<file path="src/hdl/iopd_defs.svh">
`ifndef IOPD_DEFS_SVH
`define IOPD_DEFS_SVH

// ----------------------------------------------------------------------------
// Register map
// ----------------------------------------------------------------------------
`define IOPD_ADDR_W            8
`define IOPD_OFS_POWERDOWN     8'h48
`define IOPD_OFS_CLOCKING      8'h4C

// ----------------------------------------------------------------------------
// Field positions of the powerdown register
// ----------------------------------------------------------------------------
`define IOPD_BIT_CLOCK_OUTPUT_PAD_OFF        0
`define IOPD_BIT_EXTMEM0       1
`define IOPD_BIT_EXTMEM1       2
`define IOPD_BIT_EXTMEM2       3
`define IOPD_BIT_HOST          4
`define IOPD_BIT_GPIO          5
`define IOPD_BIT_PULSE_B       6
`define IOPD_BIT_SERIAL        7
`define IOPD_BIT_COUNTER0      8
`define IOPD_BIT_COUNTER1      9
`define IOPD_BIT_UART_DATA     10
`define IOPD_BIT_UART_FLOW     11
`define IOPD_BIT_EXTMEM3       12
`define IOPD_BIT_MUST_SET      13
`define IOPD_NUM_BITS          14

// ----------------------------------------------------------------------------
// Reset values and pin counts per group
// ----------------------------------------------------------------------------
`define IOPD_RESET_VAL         14'h0FC0
`define IOPD_WRITE_MASK        32'h0000_3FFF
`define IOPD_PINS_CLOCK_OUTPUT_PAD_OFF       1
`define IOPD_PINS_EXTMEM0      21
`define IOPD_PINS_EXTMEM1      29
`define IOPD_PINS_EXTMEM2      3
`define IOPD_PINS_HOST         27
`define IOPD_PINS_GPIO         4
`define IOPD_PINS_PULSE_B      1
`define IOPD_PINS_SERIAL       12
`define IOPD_PINS_COUNTER      2
`define IOPD_PINS_UART         2
`define IOPD_PINS_EXTMEM3      8

// ----------------------------------------------------------------------------
// Clocking status register
// ----------------------------------------------------------------------------
`define IOPD_BIT_PLL_BYPASS    0
`define IOPD_BIT_PLL_SWLOCK    1

`endif

</file>
<file path="src/hdl/iopd_pkg.sv">
`include "iopd_defs.svh"

package iopd_pkg;

  typedef logic [`IOPD_NUM_BITS-1:0] iopd_ctrl_t;

  typedef struct packed {
    iopd_ctrl_t  pwdn;
    logic        pll_bypass;
    logic [31:0] rdata;
  } iopd_state_t;

endpackage

</file>
<file path="src/hdl/iopd_regs.sv">
// What this block does
// Bit 10 gates UART data pins, reset 1
// Bit 9 gates second counter pins, reset 1
// Bit 8 gates first counter pins, reset 1
// Bit 7 gates twelve serial pins, reset 1
// Bit 6 gates pulse output pin, reset 1
// Bit 5 gates four GPIO pins, reset 0
// Bit 4 gates 27 host pins, reset 0
// Bit 3 gates extmem sub2 pins, reset 0
// Bit 2 gates extmem sub1 pins, reset 0
// Bit 1 gates extmem sub0 pins, reset 0
// Bit 0 gates clock output pin, reset 0
// One means pins off, outputs Hi-Z
// Clocking starts in PLL bypass after reset
// Bits 31 to 14 read zero
// Software sets bit 13 at init
// Bit 12 extmem sub3 reset 0; 11 flow reset 1
// Register touches only pad buffer power
// Reads return bits; writes update all at once
//
// The implementer's own choices: strobed register access and the address map.
`include "iopd_defs.svh"

module iopd_regs (
  // Clock and reset
  input  wire logic                       core_clk,
  input  wire logic                       rst,
  // Register port
  input  wire logic [`IOPD_ADDR_W-1:0]    reg_addr,
  input  wire logic [31:0]                reg_wdata,
  input  wire logic                       reg_wr,
  input  wire logic                       reg_rd,
  output logic      [31:0]                reg_rdata,
  // PLL controller reports reprogramming done
  input  wire logic                       pll_programmed,
  output logic                            pll_bypass,
  // Per-group powerdown levels
  output logic      [`IOPD_NUM_BITS-1:0]  group_off,
  // Clock output pad
  input  wire logic                       clock_output_pad_off_core_out,
  input  wire logic                       clock_output_pad_off_core_oe,
  input  wire logic                       clock_output_pad_off_pad_in,
  output logic                            clock_output_pad_off_pad_out,
  output logic                            clock_output_pad_off_pad_oe,
  output logic                            clock_output_pad_off_core_in,
  // General purpose pads
  input  wire logic [`IOPD_PINS_GPIO-1:0] gpio_core_out,
  input  wire logic [`IOPD_PINS_GPIO-1:0] gpio_core_oe,
  input  wire logic [`IOPD_PINS_GPIO-1:0] gpio_pad_in,
  output logic      [`IOPD_PINS_GPIO-1:0] gpio_pad_out,
  output logic      [`IOPD_PINS_GPIO-1:0] gpio_pad_oe,
  output logic      [`IOPD_PINS_GPIO-1:0] gpio_core_in
);

  iopd_pkg::iopd_state_t s_q;
  iopd_pkg::iopd_state_t s_d;

  // --------------------------------------------------------------------------
  // Next state
  // --------------------------------------------------------------------------
  always_comb begin
    s_d       = s_q;
    s_d.rdata = 32'h0000_0000;
    if (reg_wr && reg_addr == `IOPD_OFS_POWERDOWN) begin
      s_d.pwdn = reg_wdata[`IOPD_NUM_BITS-1:0];
    end
    if (pll_programmed) begin
      s_d.pll_bypass = 1'b0;
    end
    if (reg_rd) begin
      unique case (reg_addr)
        `IOPD_OFS_POWERDOWN: begin
          s_d.rdata = {18'h00000, s_q.pwdn};
        end
        `IOPD_OFS_CLOCKING: begin
          s_d.rdata = {31'h0000_0000, s_q.pll_bypass};
        end
        default: begin
          s_d.rdata = 32'h0000_0000;
        end
      endcase
    end
  end

  // --------------------------------------------------------------------------
  // State register
  // --------------------------------------------------------------------------
  always_ff @(posedge core_clk or posedge rst) begin
    if (rst) begin
      s_q.pwdn       <= `IOPD_RESET_VAL;
      s_q.pll_bypass <= 1'b1;
      s_q.rdata      <= 32'h0000_0000;
    end else begin
      s_q <= s_d;
    end
  end

  assign reg_rdata  = s_q.rdata;
  assign pll_bypass = s_q.pll_bypass;
  // Pad power levels leave this block on group_off
  assign group_off  = s_q.pwdn;

  // --------------------------------------------------------------------------
  // Pad gating for the groups whose pins live here
  // --------------------------------------------------------------------------
  iopd_pad_gate #(.N(1)) u_clock_output_pad_off (
    .off      (s_q.pwdn[`IOPD_BIT_CLOCK_OUTPUT_PAD_OFF]),
    .core_out (clock_output_pad_off_core_out),
    .core_oe  (clock_output_pad_off_core_oe),
    .pad_in   (clock_output_pad_off_pad_in),
    .pad_out  (clock_output_pad_off_pad_out),
    .pad_oe   (clock_output_pad_off_pad_oe),
    .core_in  (clock_output_pad_off_core_in)
  );

  iopd_pad_gate #(.N(`IOPD_PINS_GPIO)) u_gpio (
    .off      (s_q.pwdn[`IOPD_BIT_GPIO]),
    .core_out (gpio_core_out),
    .core_oe  (gpio_core_oe),
    .pad_in   (gpio_pad_in),
    .pad_out  (gpio_pad_out),
    .pad_oe   (gpio_pad_oe),
    .core_in  (gpio_core_in)
  );

  // --------------------------------------------------------------------------
  // Checks
  // --------------------------------------------------------------------------
  property p_write_takes;
    @(posedge core_clk) disable iff (rst)
    (reg_wr && reg_addr == `IOPD_OFS_POWERDOWN)
      |=> (group_off == $past(reg_wdata[`IOPD_NUM_BITS-1:0]));
  endproperty
  a_write_takes: assert property (p_write_takes) else $error("write not taken");

  property p_read_back;
    @(posedge core_clk) disable iff (rst)
    (reg_rd && reg_addr == `IOPD_OFS_POWERDOWN)
      |=> (reg_rdata == {18'h00000, $past(group_off)});
  endproperty
  a_read_back: assert property (p_read_back) else $error("bad readback");

  property p_reserved_zero;
    @(posedge core_clk) disable iff (rst)
    reg_rdata[31:14] == 18'h00000;
  endproperty
  a_reserved_zero: assert property (p_reserved_zero) else $error("reserved set");

  property p_hold;
    @(posedge core_clk) disable iff (rst)
    !(reg_wr && reg_addr == `IOPD_OFS_POWERDOWN) |=> $stable(group_off);
  endproperty
  a_hold: assert property (p_hold) else $error("bits changed");

  property p_gpio_hiz;
    @(posedge core_clk) disable iff (rst)
    group_off[`IOPD_BIT_GPIO] |-> (gpio_pad_oe == 4'h0);
  endproperty
  a_gpio_hiz: assert property (p_gpio_hiz) else $error("gpio driven");

  property p_gpio_on;
    @(posedge core_clk) disable iff (rst)
    !group_off[`IOPD_BIT_GPIO] |-> (gpio_pad_oe == gpio_core_oe);
  endproperty
  a_gpio_on: assert property (p_gpio_on) else $error("gpio blocked");

  property p_clock_output_pad_off_hiz;
    @(posedge core_clk) disable iff (rst)
    group_off[`IOPD_BIT_CLOCK_OUTPUT_PAD_OFF] |-> !clock_output_pad_off_pad_oe;
  endproperty
  a_clock_output_pad_off_hiz: assert property (p_clock_output_pad_off_hiz) else $error("clock_output_pad_off driven");

  property p_bypass_leave;
    @(posedge core_clk) disable iff (rst)
    $fell(pll_bypass) |-> $past(pll_programmed);
  endproperty
  a_bypass_leave: assert property (p_bypass_leave) else $error("bypass left early");

  property p_bypass_sticky;
    @(posedge core_clk) disable iff (rst)
    !pll_bypass |=> !pll_bypass;
  endproperty
  a_bypass_sticky: assert property (p_bypass_sticky) else $error("bypass returned");

  // --------------------------------------------------------------------------
  // Reset values seen at the first edge after release
  // --------------------------------------------------------------------------
  property p_rst_uart_data;
    @(posedge core_clk)
    $fell(rst) |-> group_off[`IOPD_BIT_UART_DATA];
  endproperty
  a_rst_uart_data: assert property (p_rst_uart_data) else $error("uart data not off");

  property p_rst_counter1;
    @(posedge core_clk)
    $fell(rst) |-> group_off[`IOPD_BIT_COUNTER1];
  endproperty
  a_rst_counter1: assert property (p_rst_counter1) else $error("counter1 not off");

  property p_rst_counter0;
    @(posedge core_clk)
    $fell(rst) |-> group_off[`IOPD_BIT_COUNTER0];
  endproperty
  a_rst_counter0: assert property (p_rst_counter0) else $error("counter0 not off");

  property p_rst_serial;
    @(posedge core_clk)
    $fell(rst) |-> group_off[`IOPD_BIT_SERIAL];
  endproperty
  a_rst_serial: assert property (p_rst_serial) else $error("serial not off");

  property p_rst_pulse_b;
    @(posedge core_clk)
    $fell(rst) |-> group_off[`IOPD_BIT_PULSE_B];
  endproperty
  a_rst_pulse_b: assert property (p_rst_pulse_b) else $error("pulse output not off");

  property p_rst_gpio;
    @(posedge core_clk)
    $fell(rst) |-> !group_off[`IOPD_BIT_GPIO];
  endproperty
  a_rst_gpio: assert property (p_rst_gpio) else $error("gpio not on");

  property p_rst_host;
    @(posedge core_clk)
    $fell(rst) |-> !group_off[`IOPD_BIT_HOST];
  endproperty
  a_rst_host: assert property (p_rst_host) else $error("host not on");

  property p_rst_extmem2;
    @(posedge core_clk)
    $fell(rst) |-> !group_off[`IOPD_BIT_EXTMEM2];
  endproperty
  a_rst_extmem2: assert property (p_rst_extmem2) else $error("extmem2 not on");

  property p_rst_extmem1;
    @(posedge core_clk)
    $fell(rst) |-> !group_off[`IOPD_BIT_EXTMEM1];
  endproperty
  a_rst_extmem1: assert property (p_rst_extmem1) else $error("extmem1 not on");

  property p_rst_extmem0;
    @(posedge core_clk)
    $fell(rst) |-> !group_off[`IOPD_BIT_EXTMEM0];
  endproperty
  a_rst_extmem0: assert property (p_rst_extmem0) else $error("extmem0 not on");

  property p_rst_clock_output_pad_off;
    @(posedge core_clk)
    $fell(rst) |-> !group_off[`IOPD_BIT_CLOCK_OUTPUT_PAD_OFF];
  endproperty
  a_rst_clock_output_pad_off: assert property (p_rst_clock_output_pad_off) else $error("clock_output_pad_off not on");

  property p_rst_extmem3;
    @(posedge core_clk)
    $fell(rst) |-> !group_off[`IOPD_BIT_EXTMEM3];
  endproperty
  a_rst_extmem3: assert property (p_rst_extmem3) else $error("extmem3 not on");

  property p_rst_uart_flow;
    @(posedge core_clk)
    $fell(rst) |-> group_off[`IOPD_BIT_UART_FLOW];
  endproperty
  a_rst_uart_flow: assert property (p_rst_uart_flow) else $error("uart flow not off");

  // --------------------------------------------------------------------------
  // Read port, clocking status and pad data gating
  // --------------------------------------------------------------------------
  property p_rdata_idle;
    @(posedge core_clk) disable iff (rst)
    !reg_rd |=> (reg_rdata == 32'h0000_0000);
  endproperty
  a_rdata_idle: assert property (p_rdata_idle) else $error("read data lingers");

  property p_clock_read;
    @(posedge core_clk) disable iff (rst)
    (reg_rd && reg_addr == `IOPD_OFS_CLOCKING)
      |=> (reg_rdata == {31'h0000_0000, $past(pll_bypass)});
  endproperty
  a_clock_read: assert property (p_clock_read) else $error("bad clocking read");

  property p_unmapped_read;
    @(posedge core_clk) disable iff (rst)
    (reg_rd && reg_addr != `IOPD_OFS_POWERDOWN && reg_addr != `IOPD_OFS_CLOCKING)
      |=> (reg_rdata == 32'h0000_0000);
  endproperty
  a_unmapped_read: assert property (p_unmapped_read) else $error("unmapped read nonzero");

  property p_bypass_reset;
    @(posedge core_clk)
    $fell(rst) |-> pll_bypass;
  endproperty
  a_bypass_reset: assert property (p_bypass_reset) else $error("bypass not set");

  property p_clock_output_pad_off_on;
    @(posedge core_clk) disable iff (rst)
    !group_off[`IOPD_BIT_CLOCK_OUTPUT_PAD_OFF] |-> (clock_output_pad_off_pad_oe == clock_output_pad_off_core_oe);
  endproperty
  a_clock_output_pad_off_on: assert property (p_clock_output_pad_off_on) else $error("clock_output_pad_off blocked");

  property p_clock_output_pad_off_quiet;
    @(posedge core_clk) disable iff (rst)
    group_off[`IOPD_BIT_CLOCK_OUTPUT_PAD_OFF] |-> (!clock_output_pad_off_pad_out && !clock_output_pad_off_core_in);
  endproperty
  a_clock_output_pad_off_quiet: assert property (p_clock_output_pad_off_quiet) else $error("clock_output_pad_off data live");

  property p_gpio_quiet;
    @(posedge core_clk) disable iff (rst)
    group_off[`IOPD_BIT_GPIO] |-> (gpio_pad_out == 4'h0 && gpio_core_in == 4'h0);
  endproperty
  a_gpio_quiet: assert property (p_gpio_quiet) else $error("gpio data live");

  property p_gpio_data_on;
    @(posedge core_clk) disable iff (rst)
    !group_off[`IOPD_BIT_GPIO]
      |-> (gpio_pad_out == gpio_core_out && gpio_core_in == gpio_pad_in);
  endproperty
  a_gpio_data_on: assert property (p_gpio_data_on) else $error("gpio data blocked");

  c_write: cover property (@(posedge core_clk) reg_wr && reg_addr == `IOPD_OFS_POWERDOWN);
  c_read: cover property (@(posedge core_clk) reg_rd && reg_addr == `IOPD_OFS_POWERDOWN);
  c_gpio_off: cover property (@(posedge core_clk) $rose(group_off[`IOPD_BIT_GPIO]));
  c_pll: cover property (@(posedge core_clk) $fell(pll_bypass));
  c_gpio_pass: cover property (@(posedge core_clk) !group_off[`IOPD_BIT_GPIO] && gpio_core_oe == 4'hF);

endmodule

</file>
<file path="src/hdl/iopd_pad_gate.sv">
`include "iopd_defs.svh"

module iopd_pad_gate #(
  parameter int N = 1
) (
  // Powerdown control
  input  wire logic         off,
  // Inputs: core side and pad_in
  input  wire logic [N-1:0] core_out,
  input  wire logic [N-1:0] core_oe,
  input  wire logic [N-1:0] pad_in,
  // Outputs: pad side and core_in
  output logic      [N-1:0] pad_out,
  output logic      [N-1:0] pad_oe,
  output logic      [N-1:0] core_in
);

  // Powered-down buffer drives nothing and reads low
  for (genvar i = 0; i < N; i++) begin : g_pin
    assign pad_oe[i]  = core_oe[i] & ~off;
    assign pad_out[i] = core_out[i] & ~off;
    assign core_in[i] = pad_in[i] & ~off;
  end

endmodule

</file>
<file path="config.mk">
export PLATFORM = sky130hd
export DESIGN_NAME = iopd_regs
export DESIGN_NICKNAME = d
export VERILOG_FILES = /design/src/hdl/iopd_pkg.sv /design/src/hdl/iopd_regs.sv /design/src/hdl/iopd_pad_gate.sv
export VERILOG_INCLUDE_DIRS = /design/src /design/src/hdl
export SDC_FILE = /design/constraint.sdc
export NUM_CORES = 1
export LEC_CHECK = 0
export ABC_AREA = 1
export BUFFER_PORTS_ARGS = -buffer_cell sky130_fd_sc_hd__buf_4
export CAP_MARGIN = 20
export CORE_UTILIZATION = 40
export DETAILED_ROUTE_END_ITERATION = 8
export PLACE_DENSITY = 0.8
export SYNTH_ARGS = -nofsm -noshare
export SYNTH_HDL_FRONTEND = slang
export SYNTH_SLANG_ARGS = --single-unit
</file>
<file path="constraint.sdc">
create_clock -name core_clk -period 1.56 [get_ports core_clk]
set_clock_uncertainty 0.2 [all_clocks]
set_input_delay 0.312 -clock core_clk [delete_from_list [all_inputs] [get_ports core_clk]]
set_output_delay 0.312 -clock core_clk [all_outputs]
set_load 0.02 [all_outputs]
</file>
==> results.toml, run 1 <==
[synth]
synth_commonest_cells = "36 x inv_1, 29 x nand2_1, 22 x dfrtp_1, 20 x buf_4, 20 x nor2_1"
netlist_area_sq_mm = 0.00160
synthArstFlopShare = 1.00
ys_seq_elements = 29
synth_edf_count = 0
yosysWarnings = 0
synthTopCellsByArea = "dfrtp_1 35%, dfstp_2 12%, buf_4 9.4%"
ys.flop_type = "dfrtp_1"
syn-mean-instance-area_sq_um = 9.06
syn_inst = 176
synth_most_common_cell = "inv_1"
synth_top_area_frac = 0.345
synth_area_leader_cell = "dfrtp_1"
synth-seq-area-share = 0.460
synth_cell_type_count = 15

[placement]
portBuffers = 85
place_congestion = 0.694
dp_slack_ns = 0.102
place_area_sq_mm = 0.00218
place_hpwl_um = 2560

[setup_path]
critical_path_required_ns = 1.05
arrival_ns = 1.09
crit_type = "register to output port"
critPathTopFamily = "flip-flops"
crit_path_max_fanout = 7
path_buf_inv = 2
end_kind = "output port"
max_stage_delay_ns = 0.44
critPathSlowestCell = "dfrtp_2"
startpoint_type = "register"
crit_chain = "buf_12 -> nor2_4 -> buf_6"

[final_layout]
postLayoutCellArea_sq_mm = 0.00246
area_growth_pct = 54.4
regArea_sq_um = 736
drive_above_1_share = 0.513
finalNetCount = 328
fillerInstances = 299
multiInputGateArea_sq_um = 661
fin_util = 0.658
diodes = 0

[global_route]
grtUsageMet3 = 0.0330
use_met1 = 0.164
antenna_found_initial = 0
grt_first_pass_wirelength_um = 5200
grt_pass1_vias = 1206
busiest_layer = "met2"
use_met2 = 0.316
overflow = 0
track_usage = 0.165
grt_max_degree = 30

[floorplanning]
dieArea_sq_mm = 0.00424
die_w_um = 65.2
num_rows = 22
die_y_um = 65.2
start_util = 0.426
io_pins = 122
core_area_sq_mm = 0.00374

[sta]
tns_ns = -0.356
rsz0062_at_grt = "yes"
slew_viol_final = 0
period_needed_ns = 1.60
fmax_mhz = 625
setup_violations = 12
finalCritPeriodShare = 1.03
hold_violations = 0
worst_slack_ns = -0.0404

[hold_path]
hold_class = "input pin to register"

[power_and_ir_drop]
peakVddDrop_v = 0.000285
power.density_mw_per_mm2 = 719
p_leak_nw = 1.33

[detailed_routing]
postRouteAntennaNets = 0
first_pass_iters = 4
wl_um = 3990
route.detailed.drc = 0
vias = 1384
first_iter_violations = 39
post_drt_wl_per_cell_um = 12.6
vias_per_cell = 4.37

[cts]
clock-sinks = 29
cts_tree = "built"
numCtsBuffers = 5
cts_buffer_depth = 2
clkLatencyLatePin_ns = 0.28
path_clk_slew_ns = 0.06
ctsHtreeMaxLevel = 2
clockRootBuffer = "clkbuf_8"

[run_status]
status = "complete, but fails checks"
violations = "negative setup slack"

[flow_run]
maxCapViolCount = 0
==> worst register-to-register path: cells and delay by family, from the launching register on <==
| kind | cells | cell delay [ns] |
|---|---|---|
| buffers and inverters | 2 | 0.31 |
| flip-flops | 1 | 0.44 |
| AND/OR/NAND/NOR | 2 | 0.14 |
==> cell families after synthesis <==
family                 Yosys count  share of synthesized area
flip-flops                      29                      0.460
buffers and inverters           62                      0.222
other                            1                    0.00235
AND/OR/NAND/NOR                 84                      0.315
==> final timing paths <==
kind	startpoint	to	slack (ns)	cells after the start
setup / recovery	group_off[5]$_DFFE_PP0P_	gpio_core_in[3]	-0.04	3
hold / removal	reg_wdata[10]	group_off[10]$_DFFE_PP1P_	0.06	3
min in group asynchronous	rst	reg_rdata[12]$_DFF_PP0_	0.46	4
max in group asynchronous	rst	group_off[6]$_DFFE_PP1P_	0.39	4
hold reg to reg	pll_bypass$_DFFE_PP1P_	pll_bypass$_DFFE_PP1P_	0.25	2
setup reg to reg	group_off[5]$_DFFE_PP0P_	group_off[5]$_DFFE_PP0P_	0.37	4
==> final cells by class <==
| class | count | share of cell area |
|---|---|---|
| clock inverter | 2 | 0.00407 |
| tap | 48 | 0.0244 |
| multi-input combinational | 102 | 0.268 |
| clock buffer | 6 | 0.0295 |
| sequential | 29 | 0.299 |
| inverter | 36 | 0.0549 |
| timing repair buffer | 94 | 0.320 |
==> metal layers <==
| metal | wire [um] | vias to the layer above | share of wire |
|---|---|---|---|
| met5 | 0 | - | 0 |
| met4 | 99 | 0 | 0.025 |
| met3 | 241 | 11 | 0.060 |
| met2 | 2250 | 63 | 0.56 |
| met1 | 1390 | 643 | 0.35 |
| li1 | - | 667 | - |
==> cells in the final DEF (no fill, tap or decap), drive strengths merged <==
cell	synthesis	final
dfstp	7	7
nand4	16	16
clkbuf	1	6
dlygate4sd3	0	2
nor2	32	32
nand2	34	34
buf	25	92
dfrtp	22	22
clkinv	0	2
inv	36	36
nand3	2	2
conb	1	18
==> where the power goes <==
| part | total (mW) | internal [mW] | leakage (nW) | switching (mW) |
|---|---|---|---|---|
| combinational | 0.396 | 0.175 | 0.911 | 0.221 |
| clock | 0.580 | 0.308 | 0.0450 | 0.272 |
| sequential | 0.793 | 0.776 | 0.377 | 0.0168 |
==> sequential cells by signal, indices dropped and copies added, names as in the netlist <==
register    count
group_off      14
pll_bypass      1
reg_rdata      14
==> metrics by stage <==
step                      instances  hold slack, ns  total power [mW]
final                           317          0.0633              1.77
after CTS                       315          0.0607              1.72
after global placement          304           0.199              1.13
after detailed placement        304           0.201              1.14
after floorplan                 193           0.144              1.03
after global routing            317          0.0742              1.84
==> what timing repair did <==
action / 4_1_cts / 5_1_grt
setup endpoints to repair: 13 / 12
endpoints found under the hold margin: 23 / 0
setup buffers: 1 / 2
pin swaps: 3 / 9
resized for setup: 1 / 40
hold buffers: 2 / 0
No activity file was read; power rests on OpenSTA's default activity.
==> run 2: changes to the inputs <==
--- a/config.mk
+++ b/config.mk
@@ -12,4 +12,5 @@
 export CORE_UTILIZATION = 40
 export DETAILED_ROUTE_END_ITERATION = 8
+export MAX_ROUTING_LAYER = met4
 export PLACE_DENSITY = 0.8
 export SYNTH_ARGS = -nofsm -noshare
--- a/constraint.sdc
+++ b/constraint.sdc
@@ -3,3 +3,3 @@
 set_input_delay 0.312 -clock core_clk [delete_from_list [all_inputs] [get_ports core_clk]]
 set_output_delay 0.312 -clock core_clk [all_outputs]
-set_load 0.02 [all_outputs]
+set_load 0.005 [all_outputs]
==> results.toml, run 2 (synthesis results as in run 1) <==
[setup_path]
startpoint_type = "register"
critical_path_required_ns = 1.05
rrSetupSlack_ns = 0.47
crit_type = "register to output port"
arrival_ns = 1.04
worstRegToRegCells = 3
end_kind = "output port"
crit_path_max_fanout = 14
timing.rr.start = "group_off[5]$_DFFE_PP0P_"
reg2reg_to = "reg_rdata[5]$_DFF_PP0_"

[detailed_routing]
postRouteAntennaNets = 0
wl_met2_um = 1890
m1WireLength_um = 1230
vias_per_cell = 4.19
highest_layer = "met4"
wl_um = 3410
post_drt_wl_per_cell_um = 10.8
vias = 1319
routed-wl-met3_um = 221
route.detailed.drc = 0
first_iter_violations = 38
first_pass_iters = 4

[placement]
place_area_sq_mm = 0.00218
dp_slack_ns = 0.102
place_hpwl_um = 2560
place_congestion = 0.701
portBuffers = 85
dp_cells = 304

[cts]
ctsHtreeMaxLevel = 2
path_clk_slew_ns = 0.06
clockRootBuffer = "clkbuf_8"
cts_buffer_depth = 2
cts_tree = "built"
clock-sinks = 29
numCtsBuffers = 5
clkLatencyLatePin_ns = 0.27

[global_route]
track_usage = 0.169
overflow = 0
grt_first_pass_wirelength_um = 5200
grt_max_degree = 30
grt_pass1_vias = 1208
antenna_found_initial = 0

[floorplanning]
io_pins = 122
die_w_um = 65.2
die_y_um = 65.2
core_area_sq_mm = 0.00374
num_rows = 22
dieArea_sq_mm = 0.00424
start_util = 0.426

[hold_path]
worstHoldEndpoint = "group_off[10]$_DFFE_PP1P_"
worstHoldStart = "reg_wdata[10]"
holdPathStages = 3
hold_class = "input pin to register"

[power_and_ir_drop]
p_leak_nw = 1.29
peakVddDrop_v = 0.000264
power.density_mw_per_mm2 = 708

[sta]
fmax_mhz = 645
whs_ns = 0.0662
rsz0062_at_grt = "yes"
tns_ns = 0
slew_viol_final = 0
setup_violations = 0
finalCritPeriodShare = 0.994
period_needed_ns = 1.55
worst_slack_ns = 0.0101
hold_violations = 0

[final_layout]
final_cells = 315
postLayoutCellArea_sq_mm = 0.00229
finalNetCount = 326
area_growth_pct = 43.7
final_cell_mix = "89 x buf_4, 36 x inv_1, 29 x nand2_1"
final_common_cell = "buf_4"
drive_above_1_share = 0.464
diodes = 0
fillerInstances = 327

[flow_run]
maxCapViolCount = 0

[run_status]
status = "finished clean"
==> run 2: cell types whose count changed in the layout (fill, tap and decap cells not counted) <==
| cell | previous run | this run |
|---|---|---|
| buf_4 | 77 | 89 |
| buf_12 | 2 | 1 |
| buf_6 | 12 | 0 |
| buf_8 | 1 | 0 |
| nor2_1 | 8 | 20 |
| nor2_4 | 22 | 10 |
==> run 2: layout make-up <==
class                      instances  area (sq um)  share of cell area
clock buffer                       6          72.6              0.0317
clock inverter                     2          10.0             0.00437
inverter                          36           135              0.0590
multi-input combinational        102           571               0.249
sequential                        29           736               0.321
tap                               48          60.1              0.0262
timing repair buffer              92           708               0.309
==> run 2: how the worst max path moves through the flow <==
stage / startpoint / to / slack, ns
2_1_floorplan: group_off[5]$_DFFE_PP0P_ / gpio_core_in[0] / 0.29
3_3_place_gp: reg_addr[2] / group_off[2]$_DFFE_PP0P_ / 0.12
3_5_place_dp: reg_addr[2] / group_off[12]$_DFFE_PP0P_ / 0.10
4_1_cts: group_off[5]$_DFFE_PP0P_ / gpio_pad_oe[2] / 0.002
5_1_grt: group_off[5]$_DFFE_PP0P_ / gpio_pad_out[2] / -0.03
6_report: group_off[5]$_DFFE_PP0P_ / gpio_pad_out[2] / 0.01
==> run 2: timing repair <==
item | 4_1_cts | 5_1_grt
setup endpoints to repair | 13 | 7
setup buffers | 1 | 0
resized for setup | 1 | 0
pin swaps | 0 | 1
endpoints found under the hold margin | 23 | 0
hold buffers | 2 | 0
==> run 2: through the flow <==
stage	power [mW]	util
6_report	1.62	0.612
5_1_grt	1.70	0.612
4_1_cts	1.65	0.612
3_5_place_dp	1.06	0.583
3_3_place_gp	1.05	0.583
2_1_floorplan	0.945	-
==> run 2: worst max-delay path, cell delays in order (launching register included) <==
cell     delay [ns]
dfrtp_2        0.49
nor2_1         0.15
buf_4          0.12
==> run 2: routing by layer <==
layer / global-route usage / up-vias
met5: - / -
met4: 0.0897 / 0
met3: 0.0313 / 7
met2: 0.316 / 58
met1: 0.165 / 590
li1: - / 664
==> run 2: power by group <==
group	internal [mW]	leakage [nW]	switching [mW]	total (mW)
Sequential	0.776	0.377	0.0188	0.795
Combinational	0.140	0.871	0.117	0.257
Clock	0.308	0.0450	0.263	0.571
==> run 3: changes to the inputs <==
==> constraint.sdc (replaced) <==
create_clock -name core_clk -period 1.56 [get_ports core_clk]
set_clock_uncertainty 0.2 [all_clocks]
set_input_delay 0.39 -clock core_clk [delete_from_list [all_inputs] [get_ports core_clk]]
set_output_delay 0.39 -clock core_clk [all_outputs]
set_load 0.005 [all_outputs]
==> results.toml, run 3 (synthesis results as in run 1) <==
[setup_path]
critical_path_required_ns = 0.97
critPathTopFamily = "flip-flops"
path_buf_inv = 2
crit_type = "register to output port"
startpoint_type = "register"
end_kind = "output port"
crit_path_max_fanout = 8
critPathSlowestCell = "dfrtp_2"
crit_chain = "buf_12 -> nor2_2 -> buf_4"
max_stage_delay_ns = 0.43
arrival_ns = 1.06

[placement]
place_congestion = 0.723
portBuffers = 85
place_hpwl_um = 2540
dp_slack_ns = 0.0821

[final_layout]
diodes = 0
drive_above_1_share = 0.522
area_growth_pct = 52.6
finalNetCount = 329
fin_util = 0.650
final_cell_mix = "83 x buf_4, 36 x inv_1, 29 x nand2_1"
final_common_cell = "buf_4"

[power_and_ir_drop]
peakVddDrop_v = 0.000272
p_leak_nw = 1.32
power.density_mw_per_mm2 = 703

[detailed_routing]
first_pass_iters = 4
vias_per_cell = 4.22
post_drt_wl_per_cell_um = 11.4
wl_um = 3620
postRouteAntennaNets = 0
first_iter_violations = 82
route.detailed.drc = 0
vias = 1342

[floorplanning]
start_util = 0.426
die_w_um = 65.2
num_rows = 22
dieArea_sq_mm = 0.00424
die_y_um = 65.2
core_area_sq_mm = 0.00374
io_pins = 122

[run_status]
violations = "negative setup slack"
status = "complete, but fails checks"

[cts]
cts_tree = "built"
ctsHtreeMaxLevel = 2
clkLatencyLatePin_ns = 0.27
cts_buffer_depth = 2
clockRootBuffer = "clkbuf_8"
numCtsBuffers = 5
clock-sinks = 29
path_clk_slew_ns = 0.06

[sta]
hold_violations = 0
finalCritPeriodShare = 1.06
setup_violations = 12
worst_slack_ns = -0.0883
period_needed_ns = 1.65
slew_viol_final = 0
fmax_mhz = 607
tns_ns = -0.832
rsz0062_at_grt = "yes"

[global_route]
grt_pass1_vias = 1182
grtUsageMet3 = 0.0590
antenna_found_initial = 0
grt_max_degree = 30
use_met1 = 0.191
overflow = 0
track_usage = 0.175
grt_first_pass_wirelength_um = 5290
busiest_layer = "met2"
use_met2 = 0.285

[hold_path]
hold_class = "input pin to register"

[flow_run]
maxCapViolCount = 0
[run 3: changes by cell type in the layout (fill, tap and decap cells not counted), moves of 2 or more]
cell / change
buf_6: +9
clkinv_2: -2
nor2_2: +6
nor2_1: -13
nor2_4: +7
buf_4: -6
[run 3: repair_timing]
item                                   in CTS  in global routing
resized for setup                          15                 20
hold buffers                                1                  0
gates cloned                                0                  0
pin swaps                                  12                  3
endpoints found under the hold margin      22                  0
setup endpoints to repair                  13                 16
buffers inserted                            3                  0
[run 3: metal layers]
layer | vias up | share of wire
met2 | 60 | 0.56
met5 | - | 0
met1 | 600 | 0.36
li1 | 673 | -
met3 | 9 | 0.061
met4 | 0 | 0.019
[run 3: worst register-to-register path, stage by stage, from the launching register on]
cell and delay (ns):
dfrtp_2 0.43, buf_6 0.15, buf_4 0.14, inv_1 0.08, nor2_4 0.04
[run 3: layout make-up]
| class | count | area [sq um] |
|---|---|---|
| clock buffer | 8 | 90.1 |
| fill | 304 | 1310 |
| inverter | 36 | 135 |
| multi-input combinational | 102 | 638 |
| sequential | 29 | 737 |
| tap | 48 | 60.1 |
| timing repair buffer | 95 | 774 |
[run 3: report_power, final]
| part | total, mW | internal (mW) | switching (mW) |
|---|---|---|---|
| combinational | 0.304 | 0.164 | 0.140 |
| clock | 0.613 | 0.359 | 0.254 |
| sequential | 0.794 | 0.777 | 0.0168 |
[run 3: per-stage QoR]
step	cells	power [mW]	hold slack (ns)	area [sq um]
2_1_floorplan	193	0.945	0.222	1660
3_3_place_gp	306	1.06	0.237	2200
3_5_place_dp	306	1.06	0.236	2200
4_1_cts	318	1.70	0.0183	2350
5_1_grt	318	1.81	0.0138	2430
6_report	318	1.71	0.0243	2430
[run 3: worst paths after layout]
| path | from | end | slack [ns] | cells after the start |
|---|---|---|---|---|
| max | group_off[5]$_DFFE_PP0P_ | gpio_pad_oe[3] | -0.09 | 3 |
| min in group asynchronous | rst | group_off[13]$_DFFE_PP0P_ | 0.53 | 4 |
| min reg2reg | pll_bypass$_DFFE_PP1P_ | pll_bypass$_DFFE_PP1P_ | 0.25 | 2 |
| min | pll_programmed | pll_bypass$_DFFE_PP1P_ | 0.02 | 2 |
| max in group asynchronous | rst | group_off[9]$_DFFE_PP1P_ | 0.32 | 4 |
| max reg2reg | group_off[5]$_DFFE_PP0P_ | reg_rdata[5]$_DFF_PP0_ | 0.42 | 4 |
